===== src/logic/dabsr_pkg.sv =====
// package for the input-select and readback part of the serial command decoder
// assumes a 24-bit frame, mode bits first, shifted in msb first
package dabsr_pkg;
  localparam int FRAME_BITS = 24;
  localparam logic [4:0] FRAME_LAST = 5'h18; // bit count of a complete frame
  localparam logic [1:0] MODE_SPECIAL = 2'h0;
  localparam logic [5:0] CODE_NOP = 6'h00;
  localparam logic [5:0] CODE_READ_SELECT = 6'h05;
  localparam logic [5:0] CODE_WRITE_SEL_LOW = 6'h06;
  localparam logic [5:0] CODE_WRITE_SEL_HIGH = 6'h07;
  localparam int RB_ADDR_LSB = 7; // lowest payload bit that names a register
  localparam logic [8:0] RB_ADDR_SEL_LOW = 9'h106;
  localparam logic [8:0] RB_ADDR_SEL_HIGH = 9'h107;
  localparam logic [8:0] RB_ADDR_RESET = 9'h000;
  localparam logic [7:0] SEL_RESET = 8'h00;
  localparam logic [7:0] RB_PAD = 8'h00; // upper bits of a returned word

  // one received command word
  typedef struct packed {
    logic [1:0] mode;
    logic [5:0] code; // code[5] is function_code_msb
    logic [15:0] function_payload;
  } dabsr_frame_t;

  // pins after synchronisation
  typedef struct packed {
    logic sclk;
    logic sync_n;
    logic sdi;
  } dabsr_pins_t;
endpackage : dabsr_pkg


===== src/logic/dabsr_core.sv =====
// serial decoder part: input-register select registers and two-frame readback
// assumes sclk, sync_n and sdi come from the host asynchronously to clk_sys
// and that sclk runs well below a quarter of the clk_sys rate
`timescale 1ns/1ps

// Contract
// - readback register chosen from upper payload bits; lowest seven ignored
// - first select register bits seven..zero steer channels seven..zero
// - second select register bits seven..zero steer channels fifteen..eight
// - readback request only sets up; data appears during the following frame
// - mode bits zero mean special function: six code bits, sixteen payload bits
// - codes six and seven load low payload byte into select registers
// - code five latches payload as readback address for the next frame
module dabsr_core (
  input wire logic clk_sys, // system clock, 50 MHz
  input wire logic resetn, // asynchronous reset, active low
  input wire logic sclk, // serial clock pin
  input wire logic sync_n, // frame select pin, active low
  input wire logic sdi, // serial data in pin
  input wire logic [15:0] ext_read_data, // data of registers held elsewhere
  output logic sdo, // serial data out
  output logic [15:0] channel_input_select, // 1 selects the second input register
  output logic [8:0] readback_addr, // latched readback register address
  output logic readback_armed // a readback word waits for the next frame
);

  ////////////////////////////////////////////////////////////////////////////
  // pin synchronisers
  dabsr_pkg::dabsr_pins_t pins_meta_reg, pins_sync_reg, pins_old_reg;
  dabsr_pkg::dabsr_pins_t pins_meta_next, pins_sync_next, pins_old_next;

  always_comb begin
    pins_meta_next = '{sclk: sclk, sync_n: sync_n, sdi: sdi};
    pins_sync_next = pins_meta_reg;
    pins_old_next = pins_sync_reg;
  end

  always_ff @(posedge clk_sys or negedge resetn) begin
    if (!resetn) begin
      pins_meta_reg <= '{sclk: 1'b1, sync_n: 1'b1, sdi: 1'b0};
      pins_sync_reg <= '{sclk: 1'b1, sync_n: 1'b1, sdi: 1'b0};
      pins_old_reg <= '{sclk: 1'b1, sync_n: 1'b1, sdi: 1'b0};
    end else begin
      pins_meta_reg <= pins_meta_next;
      pins_sync_reg <= pins_sync_next;
      pins_old_reg <= pins_old_next;
    end
  end

  ////////////////////////////////////////////////////////////////////////////
  // edge events on the synchronised pins
  logic frame_start, frame_end, sclk_fall;
  assign frame_start = pins_old_reg.sync_n && !pins_sync_reg.sync_n;
  assign frame_end = !pins_old_reg.sync_n && pins_sync_reg.sync_n;
  assign sclk_fall = pins_old_reg.sclk && !pins_sync_reg.sclk && !pins_sync_reg.sync_n;

  // returned word for a latched address; unknown addresses go to the rest of the decoder
  function automatic logic [15:0] rb_value(input logic [8:0] addr, input logic [15:0] sel,
                                           input logic [15:0] ext);
    case (addr)
      dabsr_pkg::RB_ADDR_SEL_LOW: rb_value = {8'h00, sel[7:0]};
      dabsr_pkg::RB_ADDR_SEL_HIGH: rb_value = {8'h00, sel[15:8]};
      default: rb_value = ext;
    endcase
  endfunction : rb_value

  ////////////////////////////////////////////////////////////////////////////
  // command decode helper

  // true when a complete frame carries the given special-function code
  function automatic logic cmd_hit(input dabsr_pkg::dabsr_frame_t w, input logic [4:0] cnt,
                                   input logic [5:0] code);
    // a frame short of 24 falls or in another mode is dropped without effect
    cmd_hit = (cnt == dabsr_pkg::FRAME_LAST) && (w.mode == dabsr_pkg::MODE_SPECIAL) &&
              (w.code == code);
  endfunction : cmd_hit

  ////////////////////////////////////////////////////////////////////////////
  // stored state of all groups
  logic [23:0] rx_reg, rx_next; // received bits, newest in bit 0
  logic [23:0] tx_reg, tx_next; // outgoing bits, next one in bit 23
  logic [4:0] count_reg, count_next; // sclk falls seen in this frame
  logic sdo_reg, sdo_next;
  logic [7:0] input_select_low_channels_reg, input_select_low_channels_next;
  logic [7:0] input_select_high_channels_reg, input_select_high_channels_next;
  logic [8:0] rb_addr_reg, rb_addr_next;
  logic armed_reg, armed_next;
  logic [23:0] load_word;
  dabsr_pkg::dabsr_frame_t word;
  logic wr_low_hit, wr_high_hit, rd_sel_hit;

  ////////////////////////////////////////////////////////////////////////////
  // serial shift group

  // next values: sample on each synchronised sclk fall, reload at frame start
  always_comb begin
    rx_next = rx_reg;
    tx_next = tx_reg;
    count_next = count_reg;
    sdo_next = sdo_reg;
    load_word = {dabsr_pkg::RB_PAD,
                 rb_value(rb_addr_reg,
                          {input_select_high_channels_reg, input_select_low_channels_reg},
                          ext_read_data)};
    if (frame_start) begin
      count_next = 5'h00;
      if (armed_reg) begin
        // the pending word leaves in this frame, never in the request frame
        sdo_next = load_word[23];
        tx_next = {load_word[22:0], 1'b0};
      end else begin
        // nothing pending: the line stays low for the whole frame
        sdo_next = 1'b0;
        tx_next = '0;
      end
    end else if (sclk_fall) begin
      // sdi is sampled and the next outgoing bit presented on the same fall
      rx_next = {rx_reg[22:0], pins_sync_reg.sdi};
      // count saturates, so an overlong frame keeps its last 24 bits
      if (count_reg != dabsr_pkg::FRAME_LAST) begin
        count_next = count_reg + 5'h01;
      end
      sdo_next = tx_reg[23];
      tx_next = {tx_reg[22:0], 1'b0};
    end else if (frame_end) begin
      // line back to low once the frame is over
      sdo_next = 1'b0;
    end
  end

  // registers of the shift group
  always_ff @(posedge clk_sys or negedge resetn) begin
    if (!resetn) begin
      rx_reg <= '0;
      tx_reg <= '0;
      count_reg <= 5'h00;
      sdo_reg <= 1'b0;
    end else begin
      rx_reg <= rx_next;
      tx_reg <= tx_next;
      count_reg <= count_next;
      sdo_reg <= sdo_next;
    end
  end

  ////////////////////////////////////////////////////////////////////////////
  // command decode, valid in the cycle of the synchronised frame end
  assign word = dabsr_pkg::dabsr_frame_t'(rx_reg);
  assign wr_low_hit = frame_end &&
                      cmd_hit(word, count_reg, dabsr_pkg::CODE_WRITE_SEL_LOW);
  assign wr_high_hit = frame_end &&
                       cmd_hit(word, count_reg, dabsr_pkg::CODE_WRITE_SEL_HIGH);
  assign rd_sel_hit = frame_end &&
                      cmd_hit(word, count_reg, dabsr_pkg::CODE_READ_SELECT);

  ////////////////////////////////////////////////////////////////////////////
  // input-register select group

  // next values: only the low payload byte is stored, the upper byte is ignored
  always_comb begin
    input_select_low_channels_next = input_select_low_channels_reg;
    input_select_high_channels_next = input_select_high_channels_reg;
    if (wr_low_hit) begin
      input_select_low_channels_next = word.function_payload[7:0];
    end
    if (wr_high_hit) begin
      input_select_high_channels_next = word.function_payload[7:0];
    end
  end

  // registers of the select group
  always_ff @(posedge clk_sys or negedge resetn) begin
    if (!resetn) begin
      input_select_low_channels_reg <= dabsr_pkg::SEL_RESET;
      input_select_high_channels_reg <= dabsr_pkg::SEL_RESET;
    end else begin
      input_select_low_channels_reg <= input_select_low_channels_next;
      input_select_high_channels_reg <= input_select_high_channels_next;
    end
  end

  ////////////////////////////////////////////////////////////////////////////
  // readback group

  // next values: a request arms, the start of any later frame disarms
  always_comb begin
    rb_addr_next = rb_addr_reg;
    armed_next = armed_reg;
    if (frame_start) begin
      // the word was loaded into the shift group in this same cycle
      armed_next = 1'b0;
    end else if (rd_sel_hit) begin
      // lowest seven payload bits never reach the address; a later request overrides
      rb_addr_next = word.function_payload[15:dabsr_pkg::RB_ADDR_LSB];
      armed_next = 1'b1;
    end
  end

  // registers of the readback group
  always_ff @(posedge clk_sys or negedge resetn) begin
    if (!resetn) begin
      rb_addr_reg <= dabsr_pkg::RB_ADDR_RESET;
      armed_reg <= 1'b0;
    end else begin
      rb_addr_reg <= rb_addr_next;
      armed_reg <= armed_next;
    end
  end

  ////////////////////////////////////////////////////////////////////////////
  // outputs straight from flops
  assign sdo = sdo_reg;
  assign readback_addr = rb_addr_reg;
  assign readback_armed = armed_reg;

  // one select bit per output channel: bit n steers channel n
  for (genvar ch = 0; ch < $bits(input_select_low_channels_reg); ch++) begin : g_chan
    assign channel_input_select[ch] = input_select_low_channels_reg[ch];
    assign channel_input_select[ch + $bits(input_select_low_channels_reg)] =
      input_select_high_channels_reg[ch];
  end

endmodule : dabsr_core


===== config.mk =====
export PLATFORM = sky130hd
export DESIGN_NAME = dabsr_core
export DESIGN_NICKNAME = d
export VERILOG_FILES = /design/src/logic/dabsr_pkg.sv /design/src/logic/dabsr_core.sv
export SDC_FILE = /design/constraint.sdc
export NUM_CORES = 1
export LEC_CHECK = 0
export BUFFER_PORTS_ARGS = -buffer_cell sky130_fd_sc_hd__buf_2
export CORE_ASPECT_RATIO = 1.75
export CORE_MARGIN = 1
export CORE_UTILIZATION = 50
export CTS_CLUSTER_SIZE = 10
export DETAILED_ROUTE_END_ITERATION = 10
export PLACE_DENSITY = 0.7
export SLEW_MARGIN = 20
export SYNTH_ARGS = -nofsm -noshare
export SYNTH_HDL_FRONTEND = slang
export SYNTH_SLANG_ARGS = --single-unit

===== constraint.sdc =====
create_clock -name clk_sys -period 6.68 [get_ports clk_sys]
set_input_delay 0.668 -clock clk_sys [delete_from_list [all_inputs] [get_ports clk_sys]]
set_output_delay 0.668 -clock clk_sys [all_outputs]
set_load 0.05 [all_outputs]

## After elaboration in Yosys (flattened, before gate mapping)

Cells that the tools add are included.

| cells by class | value |
|---|---|
| add/sub/neg operators | 1 |
| eq/ne operators | 7 |
| multiplexer cells | 12 |
| bitwise operators | 1 |
| reductions and logical operators | 22 |

Operators with widths:

| kind | count |
|---|---|
| 2-to-1 mux 24 bit | 2 |
| one-hot mux 16 bit (2 select lines) | 1 |
| equality test 6 x 3 -> 1 bit, second input constant | 3 |
| equality test 9 bit, second input constant | 2 |
| 2-to-1 mux 17 bit | 1 |
| 2-to-1 mux 5 bit | 3 |
| logical AND 1 bit | 11 |
| AND reduction 2 bit | 3 |
| nonzero test 2 bit | 3 |
| adder 5 x 1 -> 5 bit, second input constant | 1 |
| equality test 5 bit, second input constant | 1 |
| 2-to-1 mux 1 bit | 5 |
| != test 5 bit, second input constant | 1 |
| zero test 1 bit | 3 |
| nonzero test 3 bit | 1 |
| zero test 2 bit | 1 |
| inverter 1 bit | 1 |

| word-level totals | value |
|---|---|
| register bits | 88 |
| bits of input ports | 21 |
| output and inout port bits | 27 |
| word-level logic and storage cells | 59 |

## Longest topological paths before layout

Gate-level depths: netlist of the first run.

| logic depth | value |
|---|---|
| depth after elaboration | 6 |
| depth in mapped cells | 7 |
| depth with buffers taken out | 5 |

## Worst setup path after synthesis of the first run

OpenSTA, ideal clock, no wires.

| path | value |
|---|---|
| path type | reg-to-reg |
| start point | register pins_sync_reg, in the netlist pins_old_next[1] |
| end point | register rb_addr_reg[0], in the netlist readback_addr[0] |
| library setup time | 125 ps |
| arrival time | 2120 ps |
| required time | 6555 ps |
| slack | 4435 ps |
| cell stages (with the launch flop) | 6 |
| buffers on the path | 0 |
| period minus slack after synthesis | 2245 ps |
| path through | dfstp_2 inv_1 ha_1 or3b_1 nor4_4 mux2_2 |

| on the way | value |
|---|---|
| word-level cells in the longest chain between the ends | 4 |
| elaborated cells on any way between the ends | 6 |
| classes of those cells | bitwise (1); reduce/logical (5) |

Ends and longest elaborated chain:

| item | line | text |
|---|---|---|
| from (decl) | dabsr_core.sv:29 | `dabsr_pkg::dabsr_pins_t pins_meta_reg, pins_sync_reg, pins_old_reg;` |
| from (signal assigned) | dabsr_core.sv:41 | `pins_sync_reg <= '{sclk: 1'b1, sync_n: 1'b1, sdi: 1'b0};` |
| from (signal assigned) | dabsr_core.sv:45 | `pins_sync_reg <= pins_sync_next;` |
| zero test 1 bit | dabsr_core.sv:53 | `assign frame_start = pins_old_reg.sync_n && !pins_sync_reg.sync_n;` |
| logical AND 1 bit | dabsr_core.sv:53 |  |
| inverter 1 bit (no line) | -- |  |
| AND reduction 2 bit (no line) * | -- |  |
| to (signal assigned) | dabsr_core.sv:202 | `rb_addr_reg <= dabsr_pkg::RB_ADDR_RESET;` |
| to (signal assigned) | dabsr_core.sv:205 | `rb_addr_reg <= rb_addr_next;` |
| to (decl) | dabsr_core.sv:86 | `logic [8:0] rb_addr_reg, rb_addr_next;` |

Mark *: on every way between the ends. The rest lies on a longest branch, timed or not.
A chain may end at the register's enable or synchronous reset.

## Worst setup path after layout of the first run

Ends and elaborated chain as after synthesis.

==> results of run 1 <==
## stage by stage
stage	utilization	setup WS, ps
floorplan	-	4440
global placement	0.559	4040
detailed placement	0.559	4000
CTS	0.599	3990
global route	0.600	3900
finish	0.600	4010
## cells by family (layout without fill, tap and decap cells)
logic type | after synthesis | count (layout) | synth area share
AO/OA/AOI/OAI | 31 | 31 | 0.0533
adder cells (fa/ha/maj) | 4 | 4 | 0.0132
buffers and inverters | 24 | 72 | 0.0268
flip-flops | 87 | 87 | 0.578
multiplexers | 74 | 74 | 0.223
AND/OR/NAND/NOR | 68 | 68 | 0.106
## power by group through the flow
stage	combinational [mW]	sequential [mW]	clock, mW
finish	0.0532	0.570	0.487
global route	0.0597	0.574	0.512
CTS	0.0543	0.571	0.500
detailed placement	0.0542	0.580	0
global placement	0.0526	0.578	0
floorplan	0.0330	0.572	0
## cells in the final DEF, fill, tap and decap left out, types with 2 or more instances in the layout
cell type,Yosys,routed
o221ai_1,7,7
mux2_4,8,8
nor4_4,2,2
nand4_1,10,10
inv_1,6,6
buf_2,3,46
and4b_1,2,2
nor2_1,2,2
mux2i_1,15,15
mux2_2,51,51
nor2b_1,2,2
ha_1,4,4
a21oi_1,10,10
or4_1,2,2
o22ai_1,8,8
buf_4,0,3
dfrtp_1,81,81
o21ai_0,3,3
clkbuf_16,0,9
dfstp_2,6,6
nand2_1,32,32
clkbuf_1,13,4
nand3_1,5,5
and2_1,2,2
## area by class of cell
| class | count | area [um2] | share of cell area |
|---|---|---|---|
| inverter | 6 | 22.5 | 0.00516 |
| clock inverter | 2 | 35.0 | 0.00802 |
| sequential | 87 | 2180 | 0.500 |
| clock buffer | 14 | 254 | 0.0581 |
| multi-input combinational | 177 | 1500 | 0.343 |
| tap | 86 | 108 | 0.0246 |
| timing repair buffer | 50 | 264 | 0.0604 |
## path summary, 6_finish.rpt
path / startpoint / to / slack, ps
min in group asynchronous: resetn / rx_reg[13]$_DFFE_PN0P_ / 380
max: pins_old_next[1]$_DFF_PN1_ / readback_addr[0]$_DFFE_PN0P_ / 4010
min reg2reg: pins_meta_reg[2]$_DFF_PN1_ / pins_old_next[2]$_DFF_PN1_ / 360
max in group asynchronous: resetn / tx_reg[14]$_DFFE_PN0P_ / 5740
max reg2reg: pins_old_next[1]$_DFF_PN1_ / readback_addr[0]$_DFFE_PN0P_ / 4010
min: pins_meta_reg[2]$_DFF_PN1_ / pins_old_next[2]$_DFF_PN1_ / 360
## layer usage
layer	vias to the layer above	track usage
li1	1125	-
met1	1224	0.246
met2	50	0.324
met3	13	0.0484
met4	0	0.105
met5	-	0
## critical path: stages, from the launching register on
cell     delay (ps)
dfstp_2         560
inv_1            50
ha_1            170
buf_4           250
or3b_1          450
nor4_4          660
mux2_2          410
==> results.json, run 1 <==
{
  "outcome": "finished clean",
  "synthTopCellsByCount": "dfrtp_1, mux2_2, nand2_1, mux2i_1, clkbuf_1",
  "clkPwrFrac": 0.439,
  "start_util": 0.519,
  "core_area_um2": 7280,
  "whs_path_depth": 0,
  "syn2layout_area_growth_pct": 15.5,
  "yosysWarnings": 0,
  "largest_reg_flops": 24,
  "postSynthCellCount": 288,
  "pwr_density_cell_nw_per_um2": 254,
  "die_area_um2": 7930,
  "wl_per_cell_um": 16.6,
  "relSlewSlack": 0.435,
  "rsz0062_at_grt": "no",
  "postSynth.asyncResetShare": 1.00,
  "synth-edff-count": 0,
  "syn-cell-area_um2": 3780,
  "ant_nets": 0,
  "synth_area_leaders": "dfrtp_1, mux2_2, dfstp_2, mux2i_1, mux2_4",
  "hp-class": "flop to flop",
  "viasPerCell": 5.72,
  "cts_tree": "yes",
  "crit_arrival_ps": 2880,
  "fin_nets": 356,
  "hold_slack_ps": 357,
  "dieWidth_um": 67.7,
  "gr-total-overflow": 0,
  "cts-root-buf": "clkbuf_16",
  "clock-sinks": 87,
  "vdd_drop_max_mv": 0.242,
  "io_pins": 48,
  "placed_area_um2": 4080,
  "gp_congestion": 0.788,
  "grt_pass1_wl_um": 11600,
  "dr.max_layer_used": "met4",
  "dp_cells": 406,
  "fin_tns_setup_ps": 0,
  "n_antenna_cell": 0,
  "fill_cells": 626,
  "drt_iter0_markers": 120,
  "post-cts-setup-buffers": 0,
  "p_sw_frac": 0.211,
  "synth_ff_type": "dfrtp_1",
  "clock_latency_ps": 330,
  "synth_most_common_cell": "dfrtp_1",
  "setup_viol": 0,
  "row_count": 41,
  "period_minus_slack_ps": 2670,
  "ys_seq_area_frac": 0.578,
  "postCtsHoldBufs": 0,
  "firstDrtPassIters": 4,
  "worst_slew_pin_slew_ps": 841,
  "first_global_vias": 2436,
  "cp_max_fo": 41,
  "pwr-share-comb": 0.048,
  "clk_pin_slew_worst_paths_ps": 50,
  "reg2reg_depth": 6,
  "cts-buffers-inserted": 9,
  "worstSetupEndpointType": "flop",
  "p_total_mw": 1.11,
  "crit_type": "flop to flop",
  "drc": 0,
  "met3_length_um": 264,
  "wl_met1_um": 3010,
  "grt_max_degree": 88,
  "dr_wl_met2_um": 3570,
  "dr_total_vias": 2412,
  "postSynthAreaPerCell_um2": 13.1,
  "ys_ff_latch": 87,
  "switching_power_mw": 0.235,
  "track_usage": 0.201,
  "io_buffer_count": 47,
  "antenna_found_initial": 0,
  "cp-start-kind": "flop",
  "synth_top_area_frac": 0.536,
  "finalNonFillerCells": 422,
  "final_hold_viol_count": 0,
  "p_int_mw": 0.875,
  "leakage_nw": 2.13,
  "drive_above_1_share": 0.402,
  "slew_violations": 0,
  "seqPwrFrac": 0.513,
  "die_h_um": 117,
  "finalCritPeriodShare": 0.400,
  "fin_skew_ps": 10.4,
  "fin_area_um2": 4370,
  "cts-htree-levels": 3,
  "synth_nets": 313,
  "drt-total-wl_um": 6990,
  "dpl.hpwl_um": 4720,
  "clk_path_buf_depth": 2,
  "timing.fmax_mhz": 375,
  "cap_violations": 0,
  "synth_top_area_cell": "dfrtp_1",
  "critPathRequiredTime_ps": 6890,
  "cts_resized": 0,
  "synth_cell_types": 36
}
No activity file was read; power rests on OpenSTA's default activity.
==> inputs of run 2 (changes only) <==
--- a/config.mk
+++ b/config.mk
@@ -11,7 +11,7 @@
 export CORE_UTILIZATION = 50
 export CTS_CLUSTER_SIZE = 10
 export DETAILED_ROUTE_END_ITERATION = 10
-export PLACE_DENSITY = 0.7
+export PLACE_DENSITY = 0.73
 export SLEW_MARGIN = 20
 export SYNTH_ARGS = -nofsm -noshare
 export SYNTH_HDL_FRONTEND = slang
==> constraint.sdc (replaced) <==
create_clock -name clk_sys -period 2.36 [get_ports clk_sys]
set_input_delay 0.236 -clock clk_sys [delete_from_list [all_inputs] [get_ports clk_sys]]
set_output_delay 0.236 -clock clk_sys [all_outputs]
set_load 0.05 [all_outputs]
==> run 2 against run 1 <==
Net effect:
- sequential power grew to 2.8 times the previous value
- die area stayed put
- register-to-register slack got worse by 3800 ps
- sequential share of layout area fell by 1.2 points
- cell area grew 2.4%
- non-clock buffer count rose by 13
- utilization is 1.4 points higher
- worst hold slack lost 200 ps
- wire length grew 0.46%
- first-iteration DRC count shrank 12%
- critical endpoint is now readback_addr[1]$_DFFE_PN0P_
- highest routed layer unchanged
==> results.json, run 2 (synthesis gave the netlist of run 1 again) <==
{
  "outcome": "finished clean",
  "grt_pass1_wl_um": 12000,
  "cpPeakStageDelay_ps": 560,
  "leakage_nw": 2.18,
  "clk_path_buf_depth": 2,
  "cts_tree": "yes",
  "clk_pin_slew_worst_paths_ps": 60,
  "period_minus_slack_ps": 2180,
  "grt_max_degree": 50,
  "cts-root-buf": "clkbuf_16",
  "slew_violations": 0,
  "io_pins": 48,
  "hold_slack_ps": 156,
  "io_buffer_count": 47,
  "slowest_stage": "dfstp_2",
  "dieWidth_um": 67.7,
  "critPathRequiredTime_ps": 2580,
  "start_util": 0.519,
  "cp_max_fo": 5,
  "worstSetupEndpointType": "flop",
  "fin_tns_setup_ps": 0,
  "setup_viol": 0,
  "cts_resized": 0,
  "clock_latency_ps": 330,
  "n_antenna_cell": 0,
  "fin_skew_ps": 3.40,
  "ant_nets": 0,
  "hp-class": "primary input to flop",
  "crit_arrival_ps": 2390,
  "die_h_um": 117,
  "cts-buffers-inserted": 9,
  "drive_above_1_share": 0.415,
  "finalCritPeriodShare": 0.923,
  "wl_per_cell_um": 16.2,
  "track_usage": 0.209,
  "drt_iter0_markers": 106,
  "syn2layout_area_growth_pct": 18.3,
  "timing.fmax_mhz": 459,
  "firstDrtPassIters": 4,
  "row_count": 41,
  "final_hold_viol_count": 0,
  "drc": 0,
  "cp-start-kind": "flop",
  "rsz0062_at_grt": "no",
  "relSlewSlack": 0.587,
  "path_cells": "inv_1, ha_1, or3b_1, nor4_4, buf_4, mux2_2",
  "reg2reg_slack_ps": 180,
  "largest_reg_flops": 24,
  "dr_total_vias": 2442,
  "dpl.hpwl_um": 4860,
  "gr-total-overflow": 0,
  "antenna_found_initial": 0,
  "vdd_drop_max_mv": 0.644,
  "viasPerCell": 5.64,
  "pwr_density_cell_nw_per_um2": 681,
  "core_area_um2": 7280,
  "gp_congestion": 0.781,
  "fin_nets": 369,
  "die_area_um2": 7930,
  "crit_type": "flop to flop",
  "first_global_vias": 2491,
  "worst_slew_pin_slew_ps": 619,
  "final_common_cell": "dfrtp_1",
  "final_cell_mix": "dfrtp_1, mux2_2, buf_2",
  "drt-total-wl_um": 7020,
  "cap_violations": 0,
  "clock-sinks": 87,
  "cts-htree-levels": 3
}
==> run 2: layout make-up <==
| class | instances | area, um2 |
|---|---|---|
| Clock buffer | 13 | 260 |
| Clock inverter | 1 | 5.00 |
| Fill cell | 600 | 2810 |
| Inverter | 6 | 22.5 |
| Multi-Input combinational cell | 177 | 1500 |
| Sequential cell | 87 | 2180 |
| Tap cell | 86 | 108 |
| Timing Repair Buffer | 63 | 393 |
==> run 2: metal layers <==
metal	wire length (um)	up-vias	part of all wire	GRT usage
met4	167	0	0.024	0.111
met1	3000	1236	0.43	0.265
li1	-	1148	-	-
met5	0	-	0	0
met3	206	11	0.029	0.0378
met2	3640	47	0.52	0.335
==> run 2: worst max-delay path: cells and delay by family, from the launching register on <==
| kind | cells | cell delay [ps] |
|---|---|---|
| multiplexers | 1 | 330 |
| flip-flops | 1 | 560 |
| adder cells (fa/ha/maj) | 1 | 180 |
| buffers and inverters | 2 | 240 |
| AND/OR/NAND/NOR | 2 | 730 |
==> run 2: report_power, final <==
| group | internal [mW] | switching [mW] |
|---|---|---|
| sequential | 1.56 | 0.0583 |
| clock | 0.757 | 0.510 |
| combinational | 0.0814 | 0.0805 |
| total | 2.40 | 0.649 |
==> run 2: what timing repair did <==
action,CTS,global route
setup buffers,0,0
hold buffers,4,0
hold endpoints to repair,51,0
==> run 2: worst paths after layout <==
check | startpoint | cells after the start | end
max in group asynchronous | resetn | 3 | pins_old_reg[1]$_DFF_PN1_
worst min register to register | pins_meta_reg[1]$_DFF_PN1_ | 0 | pins_old_next[1]$_DFF_PN1_
worst max-delay path | pins_old_next[1]$_DFF_PN1_ | 6 | readback_addr[1]$_DFFE_PN0P_
worst min-delay path | ext_read_data[9] | 3 | tx_reg[10]$_DFFE_PN0P_
min in group asynchronous | resetn | 2 | input_select_low_channels_reg[5]$_DFFE_PN0P_
worst max register to register | pins_old_next[1]$_DFF_PN1_ | 6 | readback_addr[1]$_DFFE_PN0P_
==> run 2: per-stage QoR <==
step            util  area [um2]  instances  setup slack [ps]  total power [mW]
3_5_place_dp   0.572        4170        415               171              1.80
4_1_cts        0.614        4470        433               169              3.08
3_3_place_gp   0.572        4170        415               213              1.79
2_1_floorplan      -        3780        288               115              1.71
5_1_grt        0.614        4470        433              95.4              3.17
6_report       0.614        4470        433               182              3.04
==> inputs of run 3 (changes only) <==
--- a/config.mk
+++ b/config.mk
@@ -11,7 +11,7 @@
 export CORE_UTILIZATION = 50
 export CTS_CLUSTER_SIZE = 10
 export DETAILED_ROUTE_END_ITERATION = 10
-export PLACE_DENSITY = 0.73
+export PLACE_DENSITY = 0.7
 export SLEW_MARGIN = 20
 export SYNTH_ARGS = -nofsm -noshare
 export SYNTH_HDL_FRONTEND = slang
==> constraint.sdc (replaced) <==
create_clock -name clk_sys -period 2.38 [get_ports clk_sys]
set_input_delay 0.238 -clock clk_sys [delete_from_list [all_inputs] [get_ports clk_sys]]
set_output_delay 0.238 -clock clk_sys [all_outputs]
set_load 0.05 [all_outputs]
==> run 3 against run 2 <==
Net effect:
- non-clock buffer count down 2
- flip-flop and latch count unchanged
- die area unchanged
- worst hold slack worse by 0.87 ps
- fmax about the same
- wire length about the same
- global-route usage down 0.34 points
- clock skew down 0.52 ps
- cell area up 0.25%
- final cell count unchanged
- critical path type unchanged
- highest routed layer unchanged
==> results.json, run 3 (synthesis gave the netlist of run 1 again) <==
{
  "pwr_density_cell_nw_per_um2": 696,
  "crit_type": "flop to flop",
  "largest_reg_flops": 24,
  "r2r-start": "pins_old_next[1]$_DFF_PN1_",
  "fin_util": 0.616,
  "worst_slew_pin_slew_ps": 564,
  "clk_pin_slew_worst_paths_ps": 60,
  "syn2layout_area_growth_pct": 18.6,
  "cts-buffers-inserted": 9,
  "whs_path_depth": 3,
  "timing.fmax_mhz": 459,
  "track_usage": 0.206,
  "hold_path.startpoint": "ext_read_data[8]",
  "die_area_um2": 7930,
  "p_total_mw": 3.12,
  "firstDrtPassIters": 4,
  "n_antenna_cell": 0,
  "die_h_um": 117,
  "drt_iter0_markers": 136,
  "grt_max_degree": 45,
  "core_area_um2": 7280,
  "clk_path_buf_depth": 2,
  "reg2reg_slack_ps": 200,
  "crit_arrival_ps": 2400,
  "final_cell_mix": "dfrtp_1, mux2_2, buf_2",
  "outcome": "finished clean",
  "io_buffer_count": 47,
  "gr-total-overflow": 0,
  "io_pins": 48,
  "dpl.hpwl_um": 4830,
  "cts-root-buf": "clkbuf_16",
  "drive_above_1_share": 0.415,
  "drt-total-wl_um": 7020,
  "final_common_cell": "dfrtp_1",
  "final_hold_viol_count": 0,
  "cp-start-kind": "flop",
  "relSlewSlack": 0.624,
  "gp_congestion": 0.738,
  "min_to": "tx_reg[9]$_DFFE_PN0P_",
  "hp-class": "primary input to flop",
  "vdd_drop_max_mv": 0.552,
  "cts_tree": "yes",
  "slew_violations": 0,
  "clock-sinks": 87,
  "cp_max_fo": 10,
  "period_minus_slack_ps": 2180,
  "worstSetupEndpointType": "flop",
  "dieWidth_um": 67.7,
  "critPathRequiredTime_ps": 2600,
  "start_util": 0.519,
  "cap_violations": 0,
  "row_count": 41,
  "viasPerCell": 5.60,
  "fin_tns_setup_ps": 0,
  "antenna_found_initial": 0,
  "wl_per_cell_um": 16.2,
  "cts-htree-levels": 3,
  "leakage_nw": 2.19,
  "r2r-end": "readback_addr[7]$_DFFE_PN0P_",
  "finalCritPeriodShare": 0.916,
  "drc": 0,
  "dr_total_vias": 2425,
  "reg2reg_depth": 6,
  "setup_viol": 0,
  "grt_pass1_wl_um": 11700,
  "fill_cells": 575,
  "fin_nets": 367,
  "ant_nets": 0,
  "fin_skew_ps": 2.88,
  "first_global_vias": 2450,
  "rsz0062_at_grt": "no",
  "clock_latency_ps": 340
}
==> run 3: cell types whose count changed in the layout (fill, tap and decap cells not counted) <==
cell,change
clkinv_2,+2
clkbuf_8,-1
buf_4,-2
bufinv_16,+1
==> run 3: where the power goes <==
part           internal (mW)  switching [mW]
Combinational         0.0800          0.0811
Clock                  0.835           0.521
Sequential              1.54          0.0587
==> run 3: per-stage QoR <==
| step | area, um2 | instances | hold slack (ps) | setup WS, ps |
|---|---|---|---|---|
| floorplan | 3780 | 288 | -57.6 | 135 |
| detailed placement | 4150 | 413 | 266 | 189 |
| finish | 4480 | 433 | 156 | 201 |
| CTS | 4480 | 433 | 150 | 185 |
| global placement | 4150 | 413 | 268 | 224 |
| global route | 4480 | 433 | 163 | 134 |
==> run 3: timing repair <==
action,4_1_cts,5_1_grt
resized for setup,0,0
endpoints found under the hold margin,40,0
buffers inserted,0,0
hold buffers,4,0
==> run 3: worst max-delay path by stage <==
stage,from,end,slack (ps),depth (start not counted)
global route,pins_old_next[1]$_DFF_PN1_,readback_addr[1]$_DFFE_PN0P_,130,6
detailed placement,pins_old_next[1]$_DFF_PN1_,readback_addr[8]$_DFFE_PN0P_,190,6
global placement,pins_old_next[1]$_DFF_PN1_,readback_addr[5]$_DFFE_PN0P_,220,6
floorplan,pins_old_next[1]$_DFF_PN1_,readback_addr[0]$_DFFE_PN0P_,140,5
CTS,pins_old_next[1]$_DFF_PN1_,readback_addr[7]$_DFFE_PN0P_,190,6
finish,pins_old_next[1]$_DFF_PN1_,readback_addr[7]$_DFFE_PN0P_,200,6
==> run 3: critical path, cell delays in order, from the launching register on <==
cell and delay (ps):
dfstp_2 570, inv_1 50, ha_1 180, or3b_1 410
nor4_4 270, buf_4 230, mux2_2 350
==> run 3: routing by layer <==
metal | up-vias | routed length [um] | share of wire | GRT usage
met3 | 12 | 190 | 0.027 | 0.0378
met1 | 1229 | 3010 | 0.43 | 0.257
met2 | 39 | 3630 | 0.52 | 0.329
met4 | 0 | 186 | 0.027 | 0.119
met5 | - | 0 | 0 | 0
li1 | 1145 | - | - | -
==> run 3: area by class of cell <==
cell class	instances	area (um2)	share of cell area
Tap cell	86	108	0.0240
Sequential cell	87	2180	0.487
Clock inverter	4	45.0	0.0100
Timing Repair Buffer	61	378	0.0843
Inverter	6	22.5	0.00502
Clock buffer	12	246	0.0550
Multi-Input combinational cell	177	1500	0.335
